==> config.mk <==
export PLATFORM = sky130hd
export DESIGN_NAME = temp_monitor_alarm_logic
export DESIGN_NICKNAME = d
export VERILOG_FILES = /design/src/include/temp_monitor_pkg.sv /design/src/core/temp_monitor_alarm_logic.sv
export SDC_FILE = /design/constraint.sdc
export NUM_CORES = 1
export LEC_CHECK = 0
export BUFFER_PORTS_ARGS = -buffer_cell sky130_fd_sc_hd__buf_2
export CORE_UTILIZATION = 25
export CTS_CLUSTER_DIAMETER = 150
export DETAILED_ROUTE_END_ITERATION = 8
export SETUP_SLACK_MARGIN = 0.3
export SLEW_MARGIN = 0
export SYNTH_ARGS = -nofsm -noshare
export SYNTH_HDL_FRONTEND = slang
export SYNTH_SLANG_ARGS = --single-unit
==> constraint.sdc <==
create_clock -name mclk -period 3.5 [get_ports mclk]
set_input_delay 0.7 -clock mclk [delete_from_list [all_inputs] [get_ports mclk]]
set_output_delay 0.7 -clock mclk [all_outputs]
set_load 0.02 [all_outputs]
==> src/include/temp_monitor_pkg.sv <==
// Constants shared by the temperature monitor control logic
package temp_monitor_pkg;

  // Register pointer values
  localparam logic [7:0] RD_LOCAL_TEMP   = 8'h00;
  localparam logic [7:0] RD_REMOTE_TEMP  = 8'h01;
  localparam logic [7:0] RD_STATUS       = 8'h02;
  localparam logic [7:0] RD_CONFIG       = 8'h03;
  localparam logic [7:0] RD_LOCAL_HIGH   = 8'h05;
  localparam logic [7:0] RD_LOCAL_LOW    = 8'h06;
  localparam logic [7:0] RD_REMOTE_HIGH  = 8'h07;
  localparam logic [7:0] RD_REMOTE_LOW   = 8'h08;
  localparam logic [7:0] WR_CONFIG       = 8'h09;
  localparam logic [7:0] WR_LOCAL_HIGH   = 8'h0b;
  localparam logic [7:0] WR_LOCAL_LOW    = 8'h0c;
  localparam logic [7:0] WR_REMOTE_HIGH  = 8'h0d;
  localparam logic [7:0] WR_REMOTE_LOW   = 8'h0e;
  localparam logic [7:0] WR_SINGLE_CONV  = 8'h0f;
  localparam logic [7:0] RW_REMOTE_OVERTEMP_FAILSAFE_N = 8'h19;
  localparam logic [7:0] RW_LOCAL_OVERTEMP_FAILSAFE_N  = 8'h20;
  localparam logic [7:0] RW_HYSTERESIS   = 8'h21;

  // Reset values
  localparam logic [7:0] RST_CONFIG      = 8'h00;
  localparam logic [7:0] RST_HIGH_LIMIT  = 8'h55;
  localparam logic [7:0] RST_LOW_LIMIT   = 8'h00;
  localparam logic [7:0] RST_OVERTEMP_FAILSAFE_N_LIMIT = 8'h55;
  localparam logic [7:0] RST_HYSTERESIS  = 8'h0a;
  localparam logic [7:0] RST_TEMP        = 8'h00;
  localparam logic [7:0] RST_POINTER     = 8'h00;

  // Configuration bit positions
  localparam int CFG_STANDBY_BIT    = 6;
  localparam int CFG_ALERT_MASK_BIT = 7;

  // Status bit positions
  localparam int ST_BUSY        = 7;
  localparam int ST_LOCAL_HIGH  = 6;
  localparam int ST_LOCAL_LOW   = 5;
  localparam int ST_REMOTE_HIGH = 4;
  localparam int ST_REMOTE_LOW  = 3;
  localparam int ST_OPEN        = 2;
  localparam int ST_REMOTE_OT   = 1;
  localparam int ST_LOCAL_OT    = 0;

  // Serial bus constants
  localparam logic [6:0] ALERT_RESPONSE_ADDR = 7'h0c;
  localparam logic [3:0] ACK_SLOT            = 4'h8;
  localparam logic [3:0] LAST_DATA_BIT       = 4'h7;

  // Conversion interval
  localparam int CONV_INTERVAL_US  = 16000;
  localparam int CLOCK_MHZ         = 250;
  localparam int CONV_INTERVAL_CYC = CONV_INTERVAL_US * CLOCK_MHZ;

endpackage : temp_monitor_pkg

==> src/core/temp_monitor_alarm_logic.sv <==
// Control logic of a dual-channel temperature monitor: serial bus slave, limits and alarm outputs
// Summary of operation
// - First written byte loads register pointer
// - Second written byte goes to pointed register
// - Read returns register at current pointer
// - Alarm low when out of limits or open
// - Answer alert response with own address, LSB one
// - Bus arbitration decides between alert responders
// - Release alarm after response if condition cleared
// - Standby bit stops and abandons periodic conversions
// - Serial bus works fully in standby
// - Trigger write starts one conversion, any data
// - New limits compared against stored values immediately
// - Limit alarm maskable, overtemperature output not
// - Alarm when temperature at or below low
// - Alarm when temperature above high limit
// - Overtemperature output low above failsafe limit
// - One hysteresis value, reset ten degrees
// - Sample open-circuit comparator at conversion start
// - Shorted remote code always raises alarm
`timescale 1ns/1ps

module temp_monitor_alarm_logic #(
  parameter logic [6:0] DEVICE_ADDR       = 7'h4c,
  parameter int         CONV_INTERVAL_CYC = temp_monitor_pkg::CONV_INTERVAL_CYC
) (
  input  wire logic       mclk,
  input  wire logic       resetn,
  input  wire logic       scl_in,
  input  wire logic       sda_in,
  output logic            sda_out,
  output logic            sda_oe_n,
  output logic            alert_out,
  output logic            alert_oe_n,
  output logic            overtemp_failsafe_n_out,
  output logic            overtemp_failsafe_n_oe_n,
  input  wire logic       open_circuit_in,
  output logic            conv_start,
  output logic            conv_abort,
  input  wire logic       conv_done,
  input  wire logic [7:0] local_result,
  input  wire logic [7:0] remote_result
);

  typedef enum logic [2:0] {
    st_idle,
    st_addr,
    st_write,
    st_read,
    st_skip
  } bus_state_type;

  typedef struct packed {
    logic          scl_meta;
    logic          scl_sync;
    logic          scl_prev;
    logic          sda_meta;
    logic          sda_sync;
    logic          sda_prev;
    logic          open_meta;
    logic          open_sync;
    bus_state_type bus;
    logic [3:0]    bitcnt;
    logic          first;
    logic          data_phase;
    logic          ara;
    logic [7:0]    shift;
    logic [7:0]    tx;
    logic          sda_drive;
    logic [7:0]    pointer;
    logic [7:0]    config_reg;
    logic [7:0]    local_high;
    logic [7:0]    local_low;
    logic [7:0]    remote_high;
    logic [7:0]    remote_low;
    logic [7:0]    remote_overtemp_failsafe_n;
    logic [7:0]    local_overtemp_failsafe_n;
    logic [7:0]    hysteresis;
    logic [7:0]    local_temp;
    logic [7:0]    remote_temp;
    logic          open_fault;
    logic          alert_latch;
    logic          alert_drive;
    logic          ot_local;
    logic          ot_remote;
    logic          ot_drive;
    logic          busy;
    logic          single;
    logic          single_req;
    logic [31:0]   timer;
    logic          conv_start;
    logic          conv_abort;
  } state_type;

  state_type s;
  state_type next_s;

  localparam logic [31:0] TIMER_RELOAD = 32'(CONV_INTERVAL_CYC - 1);

  function automatic logic above(input logic [7:0] t, input logic [7:0] lim);
    above = $signed(t) > $signed(lim);
  endfunction : above

  // Ten bits so that limit minus a large hysteresis cannot wrap
  function automatic logic above_release(input logic [7:0] t, input logic [7:0] lim, input logic [7:0] hyst);
    logic signed [9:0] rel;
    rel = $signed({{2{lim[7]}}, lim}) - $signed({2'b00, hyst});
    above_release = $signed({{2{t[7]}}, t}) > rel;
  endfunction : above_release

  logic       scl_rise;
  logic       scl_fall;
  logic       bus_start;
  logic       bus_stop;
  logic       standby;
  logic       lh;
  logic       ll;
  logic       rh;
  logic       rl;
  logic       limit_fault;
  logic       ara_done;
  logic [7:0] status;
  logic [7:0] rd_data;
  logic [7:0] load;

  always_comb begin
    scl_rise    = s.scl_sync & ~s.scl_prev;
    scl_fall    = ~s.scl_sync & s.scl_prev;
    bus_start   = s.scl_sync & s.scl_prev & s.sda_prev & ~s.sda_sync;
    bus_stop    = s.scl_sync & s.scl_prev & ~s.sda_prev & s.sda_sync;
    standby     = s.config_reg[temp_monitor_pkg::CFG_STANDBY_BIT];
    lh          = above(s.local_temp, s.local_high);
    rh          = above(s.remote_temp, s.remote_high);
    ll          = ~above(s.local_temp, s.local_low);
    rl          = ~above(s.remote_temp, s.remote_low);
    // Live compare of stored values, so limit writes in standby take effect at once
    limit_fault = lh | ll | rh | rl | s.open_fault;
    status      = 8'h00;
    status[temp_monitor_pkg::ST_BUSY]        = s.busy;
    status[temp_monitor_pkg::ST_LOCAL_HIGH]  = lh;
    status[temp_monitor_pkg::ST_LOCAL_LOW]   = ll;
    status[temp_monitor_pkg::ST_REMOTE_HIGH] = rh;
    status[temp_monitor_pkg::ST_REMOTE_LOW]  = rl;
    status[temp_monitor_pkg::ST_OPEN]        = s.open_fault;
    status[temp_monitor_pkg::ST_REMOTE_OT]   = s.ot_remote;
    status[temp_monitor_pkg::ST_LOCAL_OT]    = s.ot_local;
    unique case (s.pointer)
      temp_monitor_pkg::RD_LOCAL_TEMP:   rd_data = s.local_temp;
      temp_monitor_pkg::RD_REMOTE_TEMP:  rd_data = s.remote_temp;
      temp_monitor_pkg::RD_STATUS:       rd_data = status;
      temp_monitor_pkg::RD_CONFIG:       rd_data = s.config_reg;
      temp_monitor_pkg::RD_LOCAL_HIGH:   rd_data = s.local_high;
      temp_monitor_pkg::RD_LOCAL_LOW:    rd_data = s.local_low;
      temp_monitor_pkg::RD_REMOTE_HIGH:  rd_data = s.remote_high;
      temp_monitor_pkg::RD_REMOTE_LOW:   rd_data = s.remote_low;
      temp_monitor_pkg::RW_REMOTE_OVERTEMP_FAILSAFE_N: rd_data = s.remote_overtemp_failsafe_n;
      temp_monitor_pkg::RW_LOCAL_OVERTEMP_FAILSAFE_N:  rd_data = s.local_overtemp_failsafe_n;
      temp_monitor_pkg::RW_HYSTERESIS:   rd_data = s.hysteresis;
      default:                           rd_data = 8'hff; // Write-only or unused address
    endcase
  end

  always_comb begin
    next_s            = s;
    next_s.conv_start = 1'b0;
    next_s.conv_abort = 1'b0;
    next_s.scl_meta   = scl_in;
    next_s.scl_sync   = s.scl_meta;
    next_s.scl_prev   = s.scl_sync;
    next_s.sda_meta   = sda_in;
    next_s.sda_sync   = s.sda_meta;
    next_s.sda_prev   = s.sda_sync;
    next_s.open_meta  = open_circuit_in;
    next_s.open_sync  = s.open_meta;
    ara_done          = 1'b0;
    load              = s.ara ? {DEVICE_ADDR, 1'b1} : rd_data;

    // Conversion sequencing; timer only runs outside standby
    // Timer counts mclk cycles, so a shorter interval speeds up simulation
    // A single conversion survives standby; only periodic ones are abandoned
    if (standby || s.timer == 32'h0) begin
      next_s.timer = TIMER_RELOAD;
    end else begin
      next_s.timer = s.timer - 32'h1;
    end
    if (!s.busy && (s.single_req || (!standby && s.timer == 32'h0))) begin
      next_s.busy       = 1'b1;
      next_s.single     = s.single_req;
      next_s.single_req = 1'b0;
      next_s.conv_start = 1'b1;
      next_s.open_fault = s.open_sync;
    end else if (s.busy && standby && !s.single) begin
      next_s.busy       = 1'b0;
      next_s.conv_abort = 1'b1;
    end else if (s.busy && conv_done) begin
      next_s.busy        = 1'b0;
      next_s.single      = 1'b0;
      next_s.local_temp  = local_result;
      next_s.remote_temp = remote_result;
    end

    // Serial bus slave; runs regardless of standby
    if (bus_start) begin
      next_s.bus        = st_addr;
      next_s.bitcnt     = 4'h0;
      next_s.first      = 1'b1;
      next_s.ara        = 1'b0;
      next_s.sda_drive  = 1'b0;
    end else if (bus_stop) begin
      next_s.bus       = st_idle;
      next_s.sda_drive = 1'b0;
    end else if (s.bus != st_idle && scl_rise) begin
      if (s.bitcnt != temp_monitor_pkg::ACK_SLOT) begin
        next_s.shift = {s.shift[6:0], s.sda_sync};
        // Sent a one but line is low: another responder wins
        if (s.bus == st_read && !s.sda_drive && !s.sda_sync) begin
          next_s.bus = st_skip;
        end
      end else if (s.bus == st_read && s.sda_sync) begin
        next_s.bus = st_skip;
      end
    end else if (s.bus != st_idle && scl_fall) begin
      if (s.first) begin
        next_s.first = 1'b0;
      end else if (s.bitcnt == temp_monitor_pkg::ACK_SLOT) begin
        next_s.bitcnt    = 4'h0;
        next_s.sda_drive = 1'b0;
        if (s.bus == st_read) begin
          next_s.sda_drive = ~load[7];
          next_s.tx        = {load[6:0], 1'b0};
        end
      end else if (s.bitcnt == temp_monitor_pkg::LAST_DATA_BIT) begin
        next_s.bitcnt    = temp_monitor_pkg::ACK_SLOT;
        next_s.sda_drive = 1'b0;
        unique case (s.bus)
          st_addr: begin
            if (s.shift[7:1] == DEVICE_ADDR) begin
              next_s.sda_drive  = 1'b1;
              next_s.bus        = s.shift[0] ? st_read : st_write;
              next_s.data_phase = 1'b0;
            end else if (s.shift[7:1] == temp_monitor_pkg::ALERT_RESPONSE_ADDR && s.shift[0] && s.alert_drive) begin
              next_s.sda_drive = 1'b1;
              next_s.bus       = st_read;
              next_s.ara       = 1'b1;
            end else begin
              next_s.bus = st_skip;
            end
          end
          st_write: begin
            next_s.sda_drive  = 1'b1;
            next_s.data_phase = 1'b1;
            if (!s.data_phase) begin
              next_s.pointer = s.shift;
            end else begin
              unique case (s.pointer)
                temp_monitor_pkg::WR_CONFIG:       next_s.config_reg   = s.shift;
                temp_monitor_pkg::WR_LOCAL_HIGH:   next_s.local_high   = s.shift;
                temp_monitor_pkg::WR_LOCAL_LOW:    next_s.local_low    = s.shift;
                temp_monitor_pkg::WR_REMOTE_HIGH:  next_s.remote_high  = s.shift;
                temp_monitor_pkg::WR_REMOTE_LOW:   next_s.remote_low   = s.shift;
                temp_monitor_pkg::WR_SINGLE_CONV:  next_s.single_req   = 1'b1;
                temp_monitor_pkg::RW_REMOTE_OVERTEMP_FAILSAFE_N: next_s.remote_overtemp_failsafe_n = s.shift;
                temp_monitor_pkg::RW_LOCAL_OVERTEMP_FAILSAFE_N:  next_s.local_overtemp_failsafe_n  = s.shift;
                temp_monitor_pkg::RW_HYSTERESIS:   next_s.hysteresis   = s.shift;
                default:                           next_s.pointer      = s.pointer;
              endcase
            end
          end
          st_read: begin
            ara_done = s.ara;
          end
          st_idle,
          st_skip: begin
            next_s.sda_drive = 1'b0;
          end
        endcase
      end else begin
        next_s.bitcnt = s.bitcnt + 4'h1;
        if (s.bus == st_read) begin
          next_s.sda_drive = ~s.tx[7];
          next_s.tx        = {s.tx[6:0], 1'b0};
        end
      end
    end
    if (next_s.bus == st_skip) begin
      next_s.sda_drive = 1'b0;
    end

    // Condition keeps the latch set, so a response only clears a gone fault
    next_s.alert_latch = limit_fault | (s.alert_latch & ~ara_done);
    next_s.alert_drive = s.alert_latch & ~s.config_reg[temp_monitor_pkg::CFG_ALERT_MASK_BIT];

    // Overtemperature with shared hysteresis, never masked
    next_s.ot_local  = above(s.local_temp, s.local_overtemp_failsafe_n) |
                       (s.ot_local & above_release(s.local_temp, s.local_overtemp_failsafe_n, s.hysteresis));
    next_s.ot_remote = above(s.remote_temp, s.remote_overtemp_failsafe_n) |
                       (s.ot_remote & above_release(s.remote_temp, s.remote_overtemp_failsafe_n, s.hysteresis));
    next_s.ot_drive  = s.ot_local | s.ot_remote;
  end

  always_ff @(posedge mclk) begin
    if (!resetn) begin
      s              <= '0;
      s.scl_meta     <= 1'b1;
      s.scl_sync     <= 1'b1;
      s.scl_prev     <= 1'b1;
      s.sda_meta     <= 1'b1;
      s.sda_sync     <= 1'b1;
      s.sda_prev     <= 1'b1;
      s.bus          <= st_idle;
      s.pointer      <= temp_monitor_pkg::RST_POINTER;
      s.config_reg   <= temp_monitor_pkg::RST_CONFIG;
      s.local_high   <= temp_monitor_pkg::RST_HIGH_LIMIT;
      s.local_low    <= temp_monitor_pkg::RST_LOW_LIMIT;
      s.remote_high  <= temp_monitor_pkg::RST_HIGH_LIMIT;
      s.remote_low   <= temp_monitor_pkg::RST_LOW_LIMIT;
      s.remote_overtemp_failsafe_n <= temp_monitor_pkg::RST_OVERTEMP_FAILSAFE_N_LIMIT;
      s.local_overtemp_failsafe_n  <= temp_monitor_pkg::RST_OVERTEMP_FAILSAFE_N_LIMIT;
      s.hysteresis   <= temp_monitor_pkg::RST_HYSTERESIS;
      s.local_temp   <= temp_monitor_pkg::RST_TEMP;
      s.remote_temp  <= temp_monitor_pkg::RST_TEMP;
      s.timer        <= TIMER_RELOAD;
    end else begin
      s <= next_s;
    end
  end

  // Open-drain pins pull low only; oe_n low means driving
  assign sda_out                  = 1'b0;
  assign sda_oe_n                 = ~s.sda_drive;
  assign alert_out                = 1'b0;
  assign alert_oe_n               = ~s.alert_drive;
  assign overtemp_failsafe_n_out  = 1'b0;
  assign overtemp_failsafe_n_oe_n = ~s.ot_drive;
  assign conv_start               = s.conv_start;
  assign conv_abort               = s.conv_abort;

endmodule : temp_monitor_alarm_logic

# [Word-level counts from Yosys, hierarchy flattened]
# Index checks and enable logic that the tools add are counted.
[classes] magnitude_cmp=8 mul=0 mux=79 reduce_logical=50 addsub=4 n_bitwise=42 div=0 shifts=0 n_eq_ne=31
[op_table] cell="2-to-1 mux 81 bit" n=3
[op_table] cell="2-to-1 mux 72 bit" n=3
[op_table] cell="2-to-1 mux 8 bit" n=14
[op_table] cell="case mux 8 bit (11 select lines)" n=1
[op_table] cell="AND reduction 10 bit" n=8
[op_table] cell="2-to-1 mux 64 bit" n=1
[op_table] cell="== test 8 x 4 -> 1 bit (second input constant)" n=7
[op_table] cell="> comparator 8 bit" n=6
[op_table] cell="zero test 32 bit" n=1
[op_table] cell="subtractor 32 x 1 -> 32 bit (second input constant)" n=1
[op_table] cell="2-to-1 mux 1 bit" n=31
[op_table] cell="2-to-1 mux 3 bit" n=10
[op_table] cell="2-to-1 mux 9 bit" n=3
[op_table] cell="AND reduction 9 bit" n=3
[op_table] cell="== test 8 x 3 -> 1 bit (second input constant)" n=3
[op_table] cell="2-to-1 mux 23 bit" n=1
[op_table] cell="NOT 1 bit" n=23
[op_table] cell="> comparator 8 x 10 -> 1 bit" n=2
[op_table] cell="subtractor 8 x 9 -> 10 bit" n=2
[op_table] cell="== test 8 x 2 -> 1 bit (second input constant)" n=2
[op_table] cell="== test 8 x 6 -> 1 bit (second input constant)" n=2
[op_table] cell="2-to-1 mux 7 bit" n=2
[op_table] cell="logical AND 1 bit" n=12
[op_table] cell="!= test 2 bit (second input constant)" n=6
[op_table] cell="28 further kinds" n=67
[word_totals] mem_count=0 rom_bits=0 latch_bits=0 ramBits=0 inputBits=22 reg_bits=166

# [Depth between registers and ports, before layout]
[depth] ltp_word=15 depth_mapped=17

# [Worst setup path before layout]
# OpenSTA, ideal clock, no wires.
[synth_timing] kind="register to register" startpoint="reg s[59] in the netlist's numbering" endpoint="reg s[38] in the netlist's numbering" setup_ns=0.120 t_arrival_ns=2.978 t_required_ns=3.380 stages_incl_launch_ff=17 period_less_slack_ns=3.098 slack_ns=0.402 path_cell_list="dfxtp_1 -> ha_1 -> inv_1 -> fa_1 -> a21o_1 -> a21oi_1 -> nor2b_1 -> o21ai_0 -> a221oi_1 -> xnor2_1 -> ha_1 -> nand2_1 -> or2_2 -> o21ai_0 -> o21ai_0 -> o211a_1 -> o31a_1"
[synth_via] elab_chain_cells=4
[synth_rtl] item="start, declared" line_no="temp_monitor_alarm_logic.sv:95" text="state_type s;"
[synth_rtl] item="start signal, assigned" line_no="temp_monitor_alarm_logic.sv:324" text="s <= next_s;"
[synth_rtl] item="subtractor 8 x 9 -> 10 bit" line_no="temp_monitor_alarm_logic.sv:107" text="rel = $signed({{2{lim[7]}}, lim}) - $signed({2'b00, hyst});"
[synth_rtl] item="> comparator 8 x 10 -> 1 bit" line_no="temp_monitor_alarm_logic.sv:108" text="above_release = $signed({{2{t[7]}}, t}) > rel;"
[synth_rtl] item="AND 1 bit" line_no="temp_monitor_alarm_logic.sv:297" text="(s.ot_remote & above_release(s.remote_temp, s.remote_overtemp_failsafe_n, s.hysteresis));"
[synth_rtl] item="bitwise OR 1 bit" line_no="temp_monitor_alarm_logic.sv:296" text="next_s.ot_remote = above(s.remote_temp, s.remote_overtemp_failsafe_n) |"
# No other way between the ends.
# A chain may end at the register's enable or synchronous reset.

# [Worst setup path in the final report]
[layout_timing] startpoint="reg s[67] in the netlist's numbering" endpoint="reg s[39] in the netlist's numbering"
[layout_via] elab_chain_cells=4 elab_cells_between_ends=5 classes_between="1 x add/sub; 2 x order compare; 2 x bitwise"
[layout_rtl] item="subtractor 8 x 9 -> 10 bit" line_no="temp_monitor_alarm_logic.sv:107"
[layout_rtl] item="> comparator 8 x 10 -> 1 bit" line_no="temp_monitor_alarm_logic.sv:108"
[layout_rtl] item="AND 1 bit" line_no="temp_monitor_alarm_logic.sv:295" text="(s.ot_local & above_release(s.local_temp, s.local_overtemp_failsafe_n, s.hysteresis));"
[layout_rtl] item="bitwise OR 1 bit (*)" line_no="temp_monitor_alarm_logic.sv:294" text="next_s.ot_local = above(s.local_temp, s.local_overtemp_failsafe_n) |"
# Every way passes the cells marked *; elsewhere a longest branch is shown, timed or not.

==> flow_summary.rst <==
.. list-table::
   :header-rows: 1

   * - Metric
     - Value
   * - Status
     - complete, no violations
   * - RSZ-0062 raised after global routing
     - true
   * - Antenna Cells
     - 0
   * - Category of cells accounting for the largest share of critical-path delay
     - compound AO/OA/AOI/OAI gates
   * - Most used standard cell by instance count after synthesis
     - dfxtp_1
   * - Vert. Die Dim
     - 197.1 um
   * - Worst IR Drop VDD
     - 0.3331 mV
   * - Number of iterations in the first detailed-routing pass
     - 7
   * - Max-cap check violation count
     - 0
   * - Fillers
     - 3,966
   * - Total core area
     - 0.03758 sq mm
   * - Global router's overall resource usage
     - 0.1533
   * - Floorplan row count
     - 71
   * - Required time of the critical path
     - 3.82 ns
   * - Final setup violation count
     - 0
   * - CTS Sinks
     - 165
   * - Die Footprint
     - 0.03885 sq mm
   * - Upper clock frequency limit
     - 319.1 MHz
   * - Sum of routed wire length over all layers
     - 29.15 mm
   * - Element type at the critical path end
     - flop
   * - Clock Root Buffer
     - clkbuf_16
   * - Initial antenna violation count
     - 0
   * - Area taken by flip-flops and latches
     - 0.003309 sq mm
   * - CTS Hold Bufs
     - 0
   * - Pre-CTS setup slack
     - 0.1266 ns
   * - Final RePlAce weighted congestion
     - 0.9240
   * - Mean routed wirelength per cell
     - 16.85 um
   * - Synth cell count leaders
     - 165 x dfxtp_1, 153 x nand2_1, 90 x ha_1
   * - 1st-iter DRT viols
     - 650
   * - Most numerous cell on the critical path
     - a21oi_1
   * - Clock transition at the register clock pins on the worst setup and hold paths after CTS
     - 0.07 ns
   * - Share of cells above drive strength 1
     - 0.09598
   * - Worst Hold Slack
     - 0.4143 ns
   * - Cells along the critical path
     - inv_2 -> ha_2 -> inv_1 -> fa_2 -> a21o_1 -> a21oi_2 -> nor2b_1 -> o21ai_2 -> nand2b_1 -> xnor2_1 -> ha_1 -> and3_1 -> nand3_1 -> a21oi_1 -> nor4b_2 -> a21oi_1 -> o31a_1
   * - Total count of max-transition violations in the final report
     - 0
   * - Multi-input gate area in the final layout
     - 0.005707 sq mm
   * - Vias after detailed routing
     - 8,690
   * - Final-report hold violation count
     - 0
   * - Largest area contributor in the synthesized netlist
     - dfxtp_1
   * - Wire length of the first global-routing pass
     - 46.11 mm
   * - Netlist area before placement
     - 0.009517 sq mm
   * - Proportion of power drawn by combinational gates
     - 0.021
   * - Share of synthesized area occupied by flip-flops and latches
     - 0.3471
   * - Power per Cell Area
     - 355.2 mW/mm^2
   * - Count of yosys warnings during synthesis
     - 0
   * - Total negative slack
     - 0 ns
   * - Post-route clock period utilization
     - 0.8954
   * - Core Util, Final
     - 0.2911
   * - Async set-or-reset flop fraction in the synthesized netlist
     - 0
   * - Average cell area after synthesis
     - 8.051 sq um
   * - Clk buf depth
     - 2
   * - Top cells by area in the synthesized netlist
     - dfxtp_1 35%, ha_1 12%, nand2_1 6.0%, a21oi_1 4.3%, nand3_1 3.9%
   * - Count of port buffers added during placement
     - 26
   * - Antenna Violating Nets Remaining
     - 0
   * - CP bufs+invs
     - 2
   * - Width of the die
     - 197.1 um
   * - Number of enable-type register cells in the synthesized netlist
     - 0
   * - Initial Util
     - 0.2533
   * - Number of CTS-inserted buffers
     - 17
   * - CP arrival
     - 3.45 ns
   * - Final cell count without fillers
     - 1,730
   * - DP Cell Count
     - 1,690
   * - Worst min-delay path category
     - reg2reg
   * - Synth Register Bits
     - 165
   * - Final clock skew
     - 0.01055 ns
   * - Relative max-transition margin
     - 0.3317
   * - Latest clock arrival within the worst-skew pair
     - 0.44 ns
   * - Clock tree from TritonCTS
     - yes
   * - Area growth, synth to finish
     - 14.96%
   * - Largest net degree at the start of global routing
     - 40
   * - HPWL reported at the end of detailed placement
     - 21.48 mm
   * - H-Tree Depth
     - 4
   * - Worst Setup Path Type
     - reg2reg
   * - DR vias/cell
     - 5.023
   * - Min Clock Period, post-route
     - 3.134 ns
   * - Crit start category
     - flop
   * - Num ports
     - 30
   * - Overflow left after global routing
     - 0
   * - DRC violations left
     - 0
   * - Yosys top cell area share
     - 0.3471
   * - Crit-path max cell delay
     - 0.39 ns
   * - Via count of the first global-routing pass
     - 8,347
   * - Number of instances in the synthesized netlist
     - 1,182
   * - Internal power
     - 2.999 mW
   * - Fin worst setup slack
     - 0.3660 ns
   * - Final Net Count
     - 1,320
   * - Reported net switching power
     - 888.0 uW
   * - Yosys cell types
     - 74
   * - Sequential cell fraction of total power
     - 0.487
   * - Leakage Power
     - 4.108 nW
   * - Part of the power in the clock network
     - 0.491
   * - Transition at the pin with the smallest max-transition slack
     - 0.9997 ns
   * - Worst-path cell with the longest stage delay
     - fa_2
   * - Critical-path maximum fanout
     - 2
   * - Switching power share of the total
     - 0.2285
   * - Synth Flop Type
     - dfxtp_1
[what timing repair did]
| action | CTS | global route |
|---|---|---|
| pin swaps | 10 | 12 |
| resized for setup | 11 | 13 |
| setup endpoints to repair | 2 | 2 |
| setup buffers | 4 | 4 |
[flip-flops by register name, indices dropped and copies added (netlist names)]
signal	count
conv_start	1
next_s	5
conv_abort	1
s	158
[cell usage in the layout, fill, tap and decap left out, types with 6 or more instances in the layout]
master       n
o21ai_0     65
o21ai_1      6
a31oi_1     13
nor3_1      29
or3_1       10
xor2_1      12
clkbuf_16   17
a22oi_1     12
nand2_1    153
buf_2       25
and2_1       7
nand2b_1    15
ha_1        89
nand3_1     74
nand4_1     19
a21o_1      12
a21oi_1     79
mux2i_1     20
dfxtp_1    162
inv_1       80
or4_1        9
buf_4       34
o211ai_1    27
o22ai_1      6
nor4_1       8
nor2_1      68
a221oi_1     6
nor2b_1     15
nand3b_1    10
xnor2_1     30
[per-layer routing]
layer,wire [um],global-route usage,vias up,part of all wire
li1,-,-,4244,-
met1,13120,0.1974,4110,0.45
met2,13370,0.2484,271,0.46
met3,1589,0.02561,65,0.055
met4,1074,0.07321,0,0.037
met5,0,0,-,0
[path summary, 6_finish.rpt]
path                                   from     endpoint  slack (ns)  cells past startpoint
worst max-delay path                  s[67]        s[39]        0.37                     17
worst min-delay path            next_s[164]  next_s[163]        0.41                      1
worst max register to register        s[67]        s[39]        0.37                     17
worst min register to register  next_s[164]  next_s[163]        0.41                      1
[power groups by stage]
stage	registers (mW)	clock network, mW	logic [mW]
2_1_floorplan	1.93	0	0.0556
3_3_place_gp	1.94	0	0.0822
3_5_place_dp	1.94	0	0.0828
4_1_cts	1.89	1.95	0.0830
5_1_grt	1.89	2.04	0.0915
6_report	1.89	1.91	0.0823
[final cells by class]
cell class                 count  share of cell area
multi-input combinational    879              0.5216
clock buffer                  21             0.04117
clock inverter                11             0.01269
inverter                      84             0.02882
tap                          511             0.05844
timing repair buffer          59             0.03477
sequential                   165              0.3025
[kinds of logic (layout without fill, tap and decap cells)]
family / after synthesis / after routing / share of synthesized area
other: 1 / 3 / 0.0003940
AND/OR/NAND/NOR: 449 / 449 / 0.2327
flip-flops: 165 / 165 / 0.3471
adder cells (fa/ha/maj): 92 / 92 / 0.1225
AO/OA/AOI/OAI: 272 / 272 / 0.1785
XOR/XNOR: 42 / 42 / 0.03865
buffers and inverters: 140 / 175 / 0.05785
multiplexers: 21 / 21 / 0.02222
[stage by stage]
stage	instance area (sq um)	power, mW
global placement	10250	2.020
global route	10940	4.022
CTS	10890	3.929
floorplan	9524	1.990
finish	10940	3.887
detailed placement	10250	2.021
Power figures use the tool's default switching activity.
